==> src/acac_pkg.sv <==
// register map, field positions and limits of the calibration/average/correction block
// assumes a byte-wide register port and an analog core clocked by clk
package acac_pkg;
    // register addresses on the byte port
    localparam logic [5:0] A_CTL = 6'h00;
    localparam logic [5:0] A_STAT = 6'h01;
    localparam logic [5:0] A_CFG = 6'h02;
    localparam logic [5:0] A_RESH = 6'h03;
    localparam logic [5:0] A_RESL = 6'h04;
    localparam logic [5:0] A_OFSH = 6'h05;
    localparam logic [5:0] A_OFSL = 6'h06;
    localparam logic [5:0] A_PGH = 6'h07;
    localparam logic [5:0] A_PGL = 6'h08;
    localparam logic [5:0] A_MGH = 6'h09;
    localparam logic [5:0] A_MGL = 6'h0a;
    localparam logic [5:0] A_PINS = 6'h0b;
    localparam logic [1:0] A_CLP_PAGE = 2'h1; // 0x10 + 2k low, +1 high
    localparam logic [1:0] A_CLM_PAGE = 2'h2; // 0x20 + 2k low, +1 high
    // control, status and config bit positions
    localparam int CTL_CAL = 7;
    localparam int CTL_FAILED = 6;
    localparam int CTL_CONT = 3;
    localparam int CTL_AVG_ON = 2;
    localparam int CTL_AVG_CNT = 0;
    localparam int ST_ACT = 7;
    localparam int ST_COCO = 0;
    localparam int CFG_DIFF = 0;
    localparam int CFG_HWT = 1;
    // arithmetic
    localparam logic [15:0] GAIN_RST = 16'h8000; // 1.0 in 1.15 format
    localparam int GAIN_FRAC = 15;
    localparam int OFS_SHIFT = 4; // 16-bit left-justified to 12-bit result
    localparam logic signed [19:0] SE_MIN = 20'sh00000;
    localparam logic signed [19:0] SE_MAX = 20'sh00fff;
    localparam logic signed [19:0] DF_MIN = -20'sh01000;
    localparam logic signed [19:0] DF_MAX = 20'sh00fff;
    localparam logic [2:0] AVG_LOG_BASE = 3'h2; // code 00 means 2^2 samples
    // generated calibration values: seven per side, stored in 10-bit slots
    localparam int CAL_N = 7;
    localparam int CAL_W = 10;
    localparam int CAL_WIDTHS [CAL_N] = '{6, 7, 8, 9, 10, 6, 6};
    typedef enum logic [1:0] {S_IDLE, S_CONV, S_CAL} acac_state_e;
endpackage

==> src/acac_top.sv <==
// digital control of a successive-approximation converter: calibration,
// continuous conversion, hardware averaging, offset/gain correction, pin control
// assumes the analog core runs on clk and answers start with one done pulse
`timescale 1ns/1ps
module acac_top
    import acac_pkg::*;
#(
    parameter int RES_W = 12 // raw sample width from the analog core
) (
    // clock and reset
    input wire logic clk,
    input wire logic rst_n,
    // register port
    input wire logic [5:0] reg_addr,
    input wire logic [7:0] reg_wdata,
    input wire logic reg_wr,
    input wire logic reg_rd,
    output logic [7:0] reg_rdata,
    // system events on clk
    input wire logic hw_trigger,
    input wire logic stop_mode,
    // analog core
    output logic core_start,
    output logic core_abort,
    output logic core_diff,
    input wire logic core_done,
    input wire logic [RES_W-1:0] core_plus,
    input wire logic [RES_W-1:0] core_minus,
    output logic core_cal_start,
    input wire logic core_cal_done,
    input wire logic [15:0] core_cal_ofs,
    input wire logic [CAL_N*CAL_W-1:0] core_cal_plus,
    input wire logic [CAL_N*CAL_W-1:0] core_cal_minus,
    // conversion result
    output logic [15:0] conversion_result,
    output logic result_valid,
    output logic conversion_active,
    // pins of channels 0..7
    input wire logic [7:0] port_oe,
    input wire logic [7:0] port_pu,
    input wire logic [7:0] pad_in,
    output logic [7:0] pad_oe,
    output logic [7:0] pad_pu,
    output logic [7:0] port_in
);
    localparam int ACC_W = RES_W + 5; // room for 32 samples

    // all block state in one record
    typedef struct packed {
        acac_state_e st;
        logic calibration_failed_flag;
        logic continuous_conversion_enable;
        logic hw_average_enable;
        logic [1:0] average_count_select;
        logic diff;
        logic hw_trigger_select;
        logic [15:0] ofs;
        logic [15:0] pgain;
        logic [15:0] mgain;
        logic [7:0] pin_dis;
        logic [CAL_N*CAL_W-1:0] plus_cal_values;
        logic [CAL_N*CAL_W-1:0] minus_cal_values;
        logic [ACC_W-1:0] acc_p;
        logic [ACC_W-1:0] acc_m;
        logic [5:0] samp;
        logic [15:0] res;
        logic coco;
        logic res_valid;
        logic start;
        logic abort;
        logic cal_start;
        logic [7:0] rdata;
        logic [7:0] sync1;
        logic [7:0] sync2;
        logic [7:0] port_in;
    } acac_st_s;

    acac_st_s q_q;
    acac_st_s n_d;

    // low bits of a calibration slot that really exist
    function automatic logic [CAL_W-1:0] cal_mask(input logic [2:0] k);
        logic [CAL_W-1:0] m;
        m = '0;
        for (int i = 0; i < CAL_W; i++) begin
            m[i] = (int'(k) < CAL_N) && (i < CAL_WIDTHS[int'(k)]);
        end
        return m;
    endfunction

    // read value of a calibration register byte
    function automatic logic [7:0] cal_byte(input logic [CAL_N*CAL_W-1:0] v,
                                            input logic [2:0] k, input logic hi);
        logic [CAL_W-1:0] s;
        s = '0;
        if (int'(k) < CAL_N) begin
            s = v[int'(k)*CAL_W +: CAL_W] & cal_mask(k);
        end
        return hi ? {6'h00, s[9:8]} : s[7:0];
    endfunction

    // datapath signals
    logic [2:0] avg_log;
    logic [5:0] need;
    logic last;
    logic [ACC_W-1:0] sum_p;
    logic [ACC_W-1:0] sum_m;
    logic [RES_W-1:0] avg_p;
    logic [RES_W-1:0] avg_m;
    logic [RES_W+15:0] prod_p;
    logic [RES_W+15:0] prod_m;
    logic signed [19:0] corr;
    logic signed [19:0] ofs_s;
    logic signed [19:0] lim_lo;
    logic signed [19:0] lim_hi;
    logic [15:0] res_sat;
    logic [7:0] rd_val;
    logic wr_ctl;
    logic cal_go;
    logic sw_go;
    logic conv_go;
    logic cal_fail;

    // sample count per result: 1, or 4 << code when averaging
    always_comb begin
        avg_log = q_q.hw_average_enable ? AVG_LOG_BASE + {1'b0, q_q.average_count_select}
                                        : 3'h0;
        need = 6'h01 << avg_log;
        last = (q_q.samp == 6'(need - 6'h01));
    end

    // average both sides, apply gains and offset, then clamp
    always_comb begin
        sum_p = q_q.acc_p + ACC_W'(core_plus);
        sum_m = q_q.acc_m + ACC_W'(core_minus);
        avg_p = RES_W'(sum_p >> avg_log);
        avg_m = RES_W'(sum_m >> avg_log);
        prod_p = (RES_W+16)'(avg_p) * (RES_W+16)'(q_q.pgain);
        prod_m = (RES_W+16)'(avg_m) * (RES_W+16)'(q_q.mgain);
        ofs_s = $signed({{4{q_q.ofs[15]}}, q_q.ofs}) >>> OFS_SHIFT;
        corr = $signed(20'(prod_p >> GAIN_FRAC)) - ofs_s;
        if (q_q.diff) begin
            corr = corr - $signed(20'(prod_m >> GAIN_FRAC));
        end
        lim_lo = q_q.diff ? DF_MIN : SE_MIN;
        lim_hi = q_q.diff ? DF_MAX : SE_MAX;
        // clamp instead of wrapping
        if (corr > lim_hi) begin
            res_sat = 16'(lim_hi);
        end else if (corr < lim_lo) begin
            res_sat = 16'(lim_lo);
        end else begin
            res_sat = 16'(corr);
        end
    end

    // register read multiplexer; unmapped addresses read zero
    always_comb begin
        rd_val = 8'h00;
        case (reg_addr)
            A_CTL: begin
                rd_val[CTL_CAL] = (q_q.st == S_CAL);
                rd_val[CTL_FAILED] = q_q.calibration_failed_flag;
                rd_val[CTL_CONT] = q_q.continuous_conversion_enable;
                rd_val[CTL_AVG_ON] = q_q.hw_average_enable;
                rd_val[CTL_AVG_CNT +: 2] = q_q.average_count_select;
            end
            A_STAT: begin
                rd_val[ST_ACT] = (q_q.st == S_CONV);
                rd_val[ST_COCO] = q_q.coco;
            end
            A_CFG: begin
                rd_val[CFG_DIFF] = q_q.diff;
                rd_val[CFG_HWT] = q_q.hw_trigger_select;
            end
            A_RESH: rd_val = q_q.res[15:8];
            A_RESL: rd_val = q_q.res[7:0];
            A_OFSH: rd_val = q_q.ofs[15:8];
            A_OFSL: rd_val = q_q.ofs[7:0];
            A_PGH: rd_val = q_q.pgain[15:8];
            A_PGL: rd_val = q_q.pgain[7:0];
            A_MGH: rd_val = q_q.mgain[15:8];
            A_MGL: rd_val = q_q.mgain[7:0];
            A_PINS: rd_val = q_q.pin_dis;
            default: begin
                if (reg_addr[5:4] == A_CLP_PAGE) begin
                    rd_val = cal_byte(q_q.plus_cal_values, reg_addr[3:1], reg_addr[0]);
                end else if (reg_addr[5:4] == A_CLM_PAGE) begin
                    rd_val = cal_byte(q_q.minus_cal_values, reg_addr[3:1], reg_addr[0]);
                end
            end
        endcase
    end

    // next state of the whole block
    always_comb begin
        n_d = q_q;
        n_d.start = 1'b0;
        n_d.abort = 1'b0;
        n_d.cal_start = 1'b0;
        n_d.res_valid = 1'b0;
        n_d.rdata = 8'h00;
        // pad inputs are asynchronous: two flops before use
        n_d.sync1 = pad_in;
        n_d.sync2 = q_q.sync1;
        n_d.port_in = q_q.sync2 & ~q_q.pin_dis;
        wr_ctl = reg_wr && (reg_addr == A_CTL);
        cal_go = wr_ctl && reg_wdata[CTL_CAL] && (q_q.st != S_CAL);
        // a config write is the software initiation, ignored when it selects trigger mode
        sw_go = reg_wr && (reg_addr == A_CFG) && !reg_wdata[CFG_HWT];
        conv_go = sw_go || (hw_trigger && q_q.hw_trigger_select);
        cal_fail = 1'b0;
        // read data appear in the following cycle only
        if (reg_rd) begin
            n_d.rdata = rd_val;
        end
        // reading the low result byte retires the completion flag
        if (reg_rd && (reg_addr == A_RESL)) begin
            n_d.coco = 1'b0;
        end
        // register writes
        if (reg_wr) begin
            case (reg_addr)
                A_CTL: begin
                    n_d.continuous_conversion_enable = reg_wdata[CTL_CONT];
                    n_d.hw_average_enable = reg_wdata[CTL_AVG_ON];
                    n_d.average_count_select = reg_wdata[CTL_AVG_CNT +: 2];
                    if (reg_wdata[CTL_FAILED]) begin
                        n_d.calibration_failed_flag = 1'b0;
                    end
                end
                A_CFG: begin
                    n_d.diff = reg_wdata[CFG_DIFF];
                    n_d.hw_trigger_select = reg_wdata[CFG_HWT];
                end
                A_OFSH: n_d.ofs[15:8] = reg_wdata;
                A_OFSL: n_d.ofs[7:0] = reg_wdata;
                A_PGH: n_d.pgain[15:8] = reg_wdata;
                A_PGL: n_d.pgain[7:0] = reg_wdata;
                A_MGH: n_d.mgain[15:8] = reg_wdata;
                A_MGL: n_d.mgain[7:0] = reg_wdata;
                A_PINS: n_d.pin_dis = reg_wdata;
                default: begin
                    // generated values stay writable; unused bits are dropped
                    if (reg_addr[5:4] == A_CLP_PAGE && int'(reg_addr[3:1]) < CAL_N) begin
                        if (reg_addr[0]) begin
                            n_d.plus_cal_values[int'(reg_addr[3:1])*CAL_W+8 +: 2] =
                                reg_wdata[1:0];
                        end else begin
                            n_d.plus_cal_values[int'(reg_addr[3:1])*CAL_W +: 8] = reg_wdata;
                        end
                    end else if (reg_addr[5:4] == A_CLM_PAGE && int'(reg_addr[3:1]) < CAL_N) begin
                        if (reg_addr[0]) begin
                            n_d.minus_cal_values[int'(reg_addr[3:1])*CAL_W+8 +: 2] =
                                reg_wdata[1:0];
                        end else begin
                            n_d.minus_cal_values[int'(reg_addr[3:1])*CAL_W +: 8] = reg_wdata;
                        end
                    end
                end
            endcase
        end
        // conversion and calibration sequencer
        case (q_q.st)
            S_IDLE: begin
                if (conv_go) begin
                    n_d.st = S_CONV;
                    n_d.start = 1'b1;
                    n_d.acc_p = '0;
                    n_d.acc_m = '0;
                    n_d.samp = 6'h00;
                end
            end
            S_CONV: begin
                // trigger edges are ignored while busy; a software write restarts
                if (sw_go) begin
                    n_d.abort = 1'b1;
                    n_d.start = 1'b1;
                    n_d.acc_p = '0;
                    n_d.acc_m = '0;
                    n_d.samp = 6'h00;
                end else if (core_done) begin
                    if (last) begin
                        n_d.res = res_sat;
                        n_d.res_valid = 1'b1;
                        n_d.coco = 1'b1;
                        n_d.acc_p = '0;
                        n_d.acc_m = '0;
                        n_d.samp = 6'h00;
                        if (q_q.continuous_conversion_enable) begin
                            n_d.start = 1'b1;
                        end else begin
                            n_d.st = S_IDLE;
                        end
                    end else begin
                        // more samples of the averaged set to go
                        n_d.acc_p = sum_p;
                        n_d.acc_m = sum_m;
                        n_d.samp = 6'(q_q.samp + 6'h01);
                        n_d.start = 1'b1;
                    end
                end
            end
            S_CAL: begin
                // any write or trigger mode spoils the sequence
                cal_fail = q_q.hw_trigger_select || reg_wr || stop_mode;
                if (stop_mode) begin
                    n_d.abort = 1'b1;
                    n_d.st = S_IDLE;
                end else if (core_cal_done) begin
                    n_d.ofs = core_cal_ofs;
                    n_d.plus_cal_values = core_cal_plus;
                    n_d.minus_cal_values = core_cal_minus;
                    n_d.st = S_IDLE;
                end
            end
            default: n_d.st = S_IDLE;
        endcase
        // calibration start overrides any conversion
        if (cal_go) begin
            n_d.abort = (q_q.st == S_CONV);
            n_d.start = 1'b0;
            n_d.st = S_CAL;
            n_d.cal_start = 1'b1;
            cal_fail = q_q.hw_trigger_select;
        end
        // hardware set wins over a clear in the same cycle
        if (cal_fail) begin
            n_d.calibration_failed_flag = 1'b1;
        end
    end

    // state register with synchronous reset
    always_ff @(posedge clk) begin
        if (!rst_n) begin
            q_q <= '0;
            q_q.st <= S_IDLE;
            q_q.pgain <= GAIN_RST;
            q_q.mgain <= GAIN_RST;
        end else begin
            q_q <= n_d;
        end
    end

    // outputs; pad enables are a pure gate so a set bit acts at once
    assign reg_rdata = q_q.rdata;
    assign core_start = q_q.start;
    assign core_abort = q_q.abort;
    assign core_diff = q_q.diff;
    assign core_cal_start = q_q.cal_start;
    assign conversion_result = q_q.res;
    assign result_valid = q_q.res_valid;
    assign conversion_active = (q_q.st == S_CONV);
    assign pad_oe = port_oe & ~q_q.pin_dis;
    assign pad_pu = port_pu & ~q_q.pin_dis;
    assign port_in = q_q.port_in;
endmodule

==> config.mk <==
export PLATFORM = sky130hd
export DESIGN_NAME = acac_top
export DESIGN_NICKNAME = d
export VERILOG_FILES = /design/src/acac_pkg.sv /design/src/acac_top.sv
export SDC_FILE = /design/constraint.sdc
export NUM_CORES = 2
export LEC_CHECK = 0
export ABC_CLOCK_PERIOD_IN_PS = 17300
export BUFFER_PORTS_ARGS = -buffer_cell sky130_fd_sc_hd__buf_2
export CAP_MARGIN = 20
export CORE_MARGIN = 5
export CORE_UTILIZATION = 36
export CTS_CLUSTER_DIAMETER = 150
export DETAILED_ROUTE_END_ITERATION = 10
export SETUP_SLACK_MARGIN = 0.4
export SYNTH_ARGS = -nofsm -noshare
export SYNTH_HDL_FRONTEND = slang
export SYNTH_SLANG_ARGS = --single-unit
==> constraint.sdc <==
create_clock -name clk -period 17.3 [get_ports clk]
set_input_delay 2.595 -clock clk [delete_from_list [all_inputs] [get_ports clk]]
set_output_delay 2.595 -clock clk [all_outputs]
set_load 0.1 [all_outputs]
* Yosys cells after proc, flatten, opt, wreduce, memory -nomap -nowiden
Memories as Yosys holds them, arrays and structs flattened.
Cells that the tools add are included.
** Operators by class
- Add/subtract/negate cells :: 10
- $mul :: 3
- Magnitude comparators :: 14
- Eq/ne operators :: 30
- Shift operators :: 9
- Mux-type cells :: 76
- Bitwise operators :: 11
- Reductions and logical operators :: 47
** Operator list (count)
- $mux 140 :: 4
- $mux 70 :: 5
- $bwmux 70 :: 4
- $mux 203 :: 1
- $shiftx 70x32->10 :: 2
- $lt 4x32->1 const A :: 4
- $mux 40 :: 3
- $mux 8 :: 11
- $mux 16 :: 5
- $pmux 40 s2 :: 1
- $shift 2x33->70 const A :: 1
- $shift 8x33->70 const A :: 1
- $shiftx 2x33->70 :: 1
- $shiftx 8x33->70 :: 1
- $lt 3x32->1 const A :: 2
- $lt 5x32->1 const A :: 2
- $mux 32 :: 2
- $mux 59 :: 1
- $mul 12x16->28 :: 2
- $mux 20 :: 2
- $pmux 1 s12 :: 3
- $add 17x12->17 :: 2
- $shr 17x3->12 :: 2
- $neg 32->33 :: 1
- 58 further kinds :: 137
** Storage, ports and cells
- Bits in registers :: 298
- ROM bits :: 256
- Input bits :: 226
- Output and inout bits :: 54
- Memories :: 1
** Memory list
- (no name shown) :: words 8, width 32, read ports 1, clocked after memory_dff 0, wr ports 0, line acac_top.sv:86 : m[i] = (int'(k) < CAL_N) && (i < CAL_WIDTHS[int'(k)]);

* Logic depth before layout (Yosys ltp)
- Depth in word-level cells :: 14
- Gate-level depth with buffers :: 59

* Worst setup path before layout
No wires, ideal clock.
- Path type :: input to register
- Start :: input port core_plus[1]
- End :: register q_q (netlist bit conversion_result[1])
- Arrival time :: 14.017 ns
- Data required time :: 17.183 ns
- Slack :: 3.166 ns
- Stages on the path :: 55
- Buffers on the path :: 2
- Path through :: ha_1 > a211oi_1 > o21bai_1 > a311o_1 > a21oi_1 > nor2b_1 > o31ai_1 > a21oi_1 > a221oi_1 > o21ai_0 > mux2_2 > o21ai_1 > clkbuf_1 > nand2_1 > fa_1 > fa_1 > fa_1 > inv_1 > [... 19 more ...] > o21a_1 > nor2_1 > xnor2_1 > ha_1 > or3_1 > o21ai_0 > a21oi_1 > a31oi_1 > or4_4 > a31oi_4 > o31ai_2 > ha_1 > and2_1 > nor2_1 > clkbuf_1 > a22o_1 > and2_0 > a32o_1
** On the way
- Longest elaborated chain between the ends :: 9
** Ends and longest elaborated chain
- from (decl) :: line acac_top.sv:27 : input wire logic [RES_W-1:0] core_plus,
- $add 17x12->17 (*) :: line acac_top.sv:134 : sum_p = q_q.acc_p + ACC_W'(core_plus);
- $shr 17x3->12 (*) :: line acac_top.sv:136 : avg_p = RES_W'(sum_p >> avg_log);
- $mul 12x16->28 (*) :: line acac_top.sv:138 : prod_p = (RES_W+16)'(avg_p) * (RES_W+16)'(q_q.pgain);
- $sub 14x12->15 (*) :: line acac_top.sv:141 : corr = $signed(20'(prod_p >> GAIN_FRAC)) - ofs_s;
- $sub 15x14->16 :: line acac_top.sv:143 : corr = corr - $signed(20'(prod_m >> GAIN_FRAC));
- $mux 20 (*) :: line acac_top.sv:142 : if (q_q.diff) begin
- $lt 20x20->1 :: line acac_top.sv:150 : end else if (corr < lim_lo) begin
- $mux 16 :: line acac_top.sv:150
- $mux 16 (*) :: line acac_top.sv:148 : if (corr > lim_hi) begin
- to (signal assigned) :: line acac_top.sv:341 : q_q <= n_d;
- to (decl) :: line acac_top.sv:78 : acac_st_s q_q;
Every way passes the cells marked *; elsewhere a longest branch is shown, timed or not.
A chain may end at the register's enable or synchronous reset.

* Worst setup path after layout
- Start :: input port core_plus[0]
- End :: register q_q (netlist bit conversion_result[2])
Same word-level chain as after synthesis.

==> metrics.yaml <==
grt_pass1_vias: 32060
setup_slack_ps: 1635
synth-seq-cells: 290
cp-startpoint: "core_plus[0]"
initial_utilization_pct: 36.14
cts_made_buffers: 41
ff2ff_setup_slack_ps: 3400
area_delta_synth_final_pct: 10.78
min-delay-start: "q_q[12]"
synthCells: 4419
gp_congestion: 1.013
whs_path_depth: 2
end_kind: "flip-flop"
yosysTopAreaCell: "dfxtp_1"
finClkSkew_ps: 25.66
cts_hold_buf: 0
cts_tree: "done"
hpwl_microns: 98480
synth_fp_nets: 5123
worst_pin_slew_ps: 1191
die_area_sq_mm: 0.09961
outcome: "finished clean"
max_stage_delay_ps: 770
synth.avg_cell_area_sq_um: 7.609
setup_viol: 0
die_w_microns: 315.6
min_period_ps: 15670
arrival_ps: 16190
drt_first_pass_iters: 9
ios: 280
r2r_cells: 52
wirelength_microns: 130600
cp.required_ps: 17820
period_share_pct: 90.55
overflow: 0
synthMostInstantiatedCell: "nand2_1"
drtAntennaViolNets: 0
rsz0062_at_grt: "no"
synth_top_area_share_pct: 17.27
post-place-ws_ps: 1260
hold_violations: 0
fin_tns_setup_ps: 0
r2r_end: "conversion_result[2]"
cts.clk_slew.worst_paths_ps: 60
grt_max_degree: 213
reg2reg_from: "q_q[76]"
clockBufferDepth: 3
antenna_found_initial: 18
dr.first_iter.drc_count: 3489
final_net_count: 5163
grt_usage_pct: 25.49
synth_edf_count: 0
cts_resized: 0
clock_latency_ps: 600
ir_worst_vdd_uv: 66.00
syn_area_sq_mm: 0.03362
slew_violations: 0
cap_violations: 0
synth_ff_type: "dfxtp_1"
grt_first_pass_wirelength_microns: 197000
detailroute.via_count: 33290
cp_max_fo: 16
clock_sink_count: 290
h-tree-depth: 2
synthArstFlopShare_pct: 0
die_h_microns: 315.6
netlist_top_cells_count: "594 x nand2_1, 431 x nor2_1, 364 x a21oi_1"
ctsRootBufferMaster: "clkbuf_16"
synth.distinct_cells: 98
crit_type: "primary input to flip-flop"
p_per_area_mw_per_mm2: 58.54
io_buffers: 271
max-slew-margin-rel_pct: 20.02
rows: 112
max_freq_mhz: 63.83
slowest_stage: "o221ai_2"
hold_end: "port_in[4]"
leakage_nw: 15.78
hold_path.class: "flip-flop to flip-flop"
yosysWarnings: 0
wire_per_inst_microns: 22.69
start_kind: "primary input"
synth-seq-area-share_pct: 17.27
drc: 0
cp_common_cell: "fa_1"
cts_setup_buffers: 0
synth_area_leaders: "dfxtp_1 17%, fa_1 17%, ha_1 7.3%"
drive_gt1_share_pct: 11.00
coreArea_sq_mm: 0.09305
viasPerCell: 5.785
[registers in the layout, indices dropped and copies added, names as in the netlist, 8 cells and up]
register           flops
q_q                  233
conversion_result     16
ofs_s                 12
n_d                    8
port_in                8
reg_rdata              8
[layer usage]
layer / global-route usage, % / vias up / wire length (microns)
met5: 0 / - / 61
met4: 11.79 / 10 / 7614
met3: 4.791 / 360 / 11310
met2: 40.76 / 1555 / 58610
met1: 33.51 / 16010 / 53000
li1: - / 15350 / -
[cell usage in the layout (no fill, tap or decap), types with 110 or more instances in the layout]
cell / count
o21ai_0: 168
nand3_1: 136
ha_1: 195
dfxtp_1: 290
buf_2: 269
inv_1: 360
mux2i_1: 110
nand2_1: 594
a21oi_1: 363
nor2_1: 430
fa_1: 282
[cells by family after synthesis]
family                     synth area share (%)
muxes                                     4.990
DFF                                       17.27
adders and majority gates                 24.08
and+or+nand+nor                           21.44
buffers and inverters                     8.168
xor gates and xnor gates                  2.080
AOI/OAI and AO/OA                         21.97
[worst max-delay path, delay by kind of cell]
family | cells | cell delay [ps]
AO/OA/AOI/OAI | 22 | 5240
XOR/XNOR | 2 | 530
adder cells (fa/ha/maj) | 11 | 4530
AND/OR/NAND/NOR | 13 | 2960
buffers and inverters | 5 | 310
[worst max-delay path by stage]
stage                           end  slack [ps]  depth (start not counted)
4_1_cts        conversion_result[2]        1760                         55
5_1_grt        conversion_result[2]         550                         53
6_report       conversion_result[2]        1630                         53
2_1_floorplan  conversion_result[1]        3170                         55
3_5_place_dp   conversion_result[2]        1260                         55
3_3_place_gp   conversion_result[2]        1320                         55
[stage by stage]
stage,power (W),cell area (sq um),cells,utilization [%],hold WS [ps]
finish,0.002181,37250,5755,40.03,407.4
global route,0.002259,37230,5748,40.01,420.8
CTS,0.002182,37220,5744,40.00,410.8
detailed placement,0.001225,35720,5670,38.39,401.4
global placement,0.001221,35720,5670,38.39,398.1
floorplan,0.001052,33620,4419,-,395.2
[power by group]
part | internal (W) | switching, W
sequential | 0.000678 | 0.0000121
clock | 0.000596 | 0.000359
combinational | 0.000169 | 0.000367
total | 0.00144 | 0.000738
[layout make-up]
class | count | area [sq um]
diodes | 11 | 27.53
clock buffers | 56 | 1174
clock inverters | 18 | 327.8
fillers | 9800 | 55800
inverters | 363 | 1370
multi-input cells | 3434 | 25160
flip-flops and latches | 290 | 5806
well taps | 1254 | 1569
repair buffers | 329 | 1813
No activity file was read; power rests on OpenSTA's default activity.
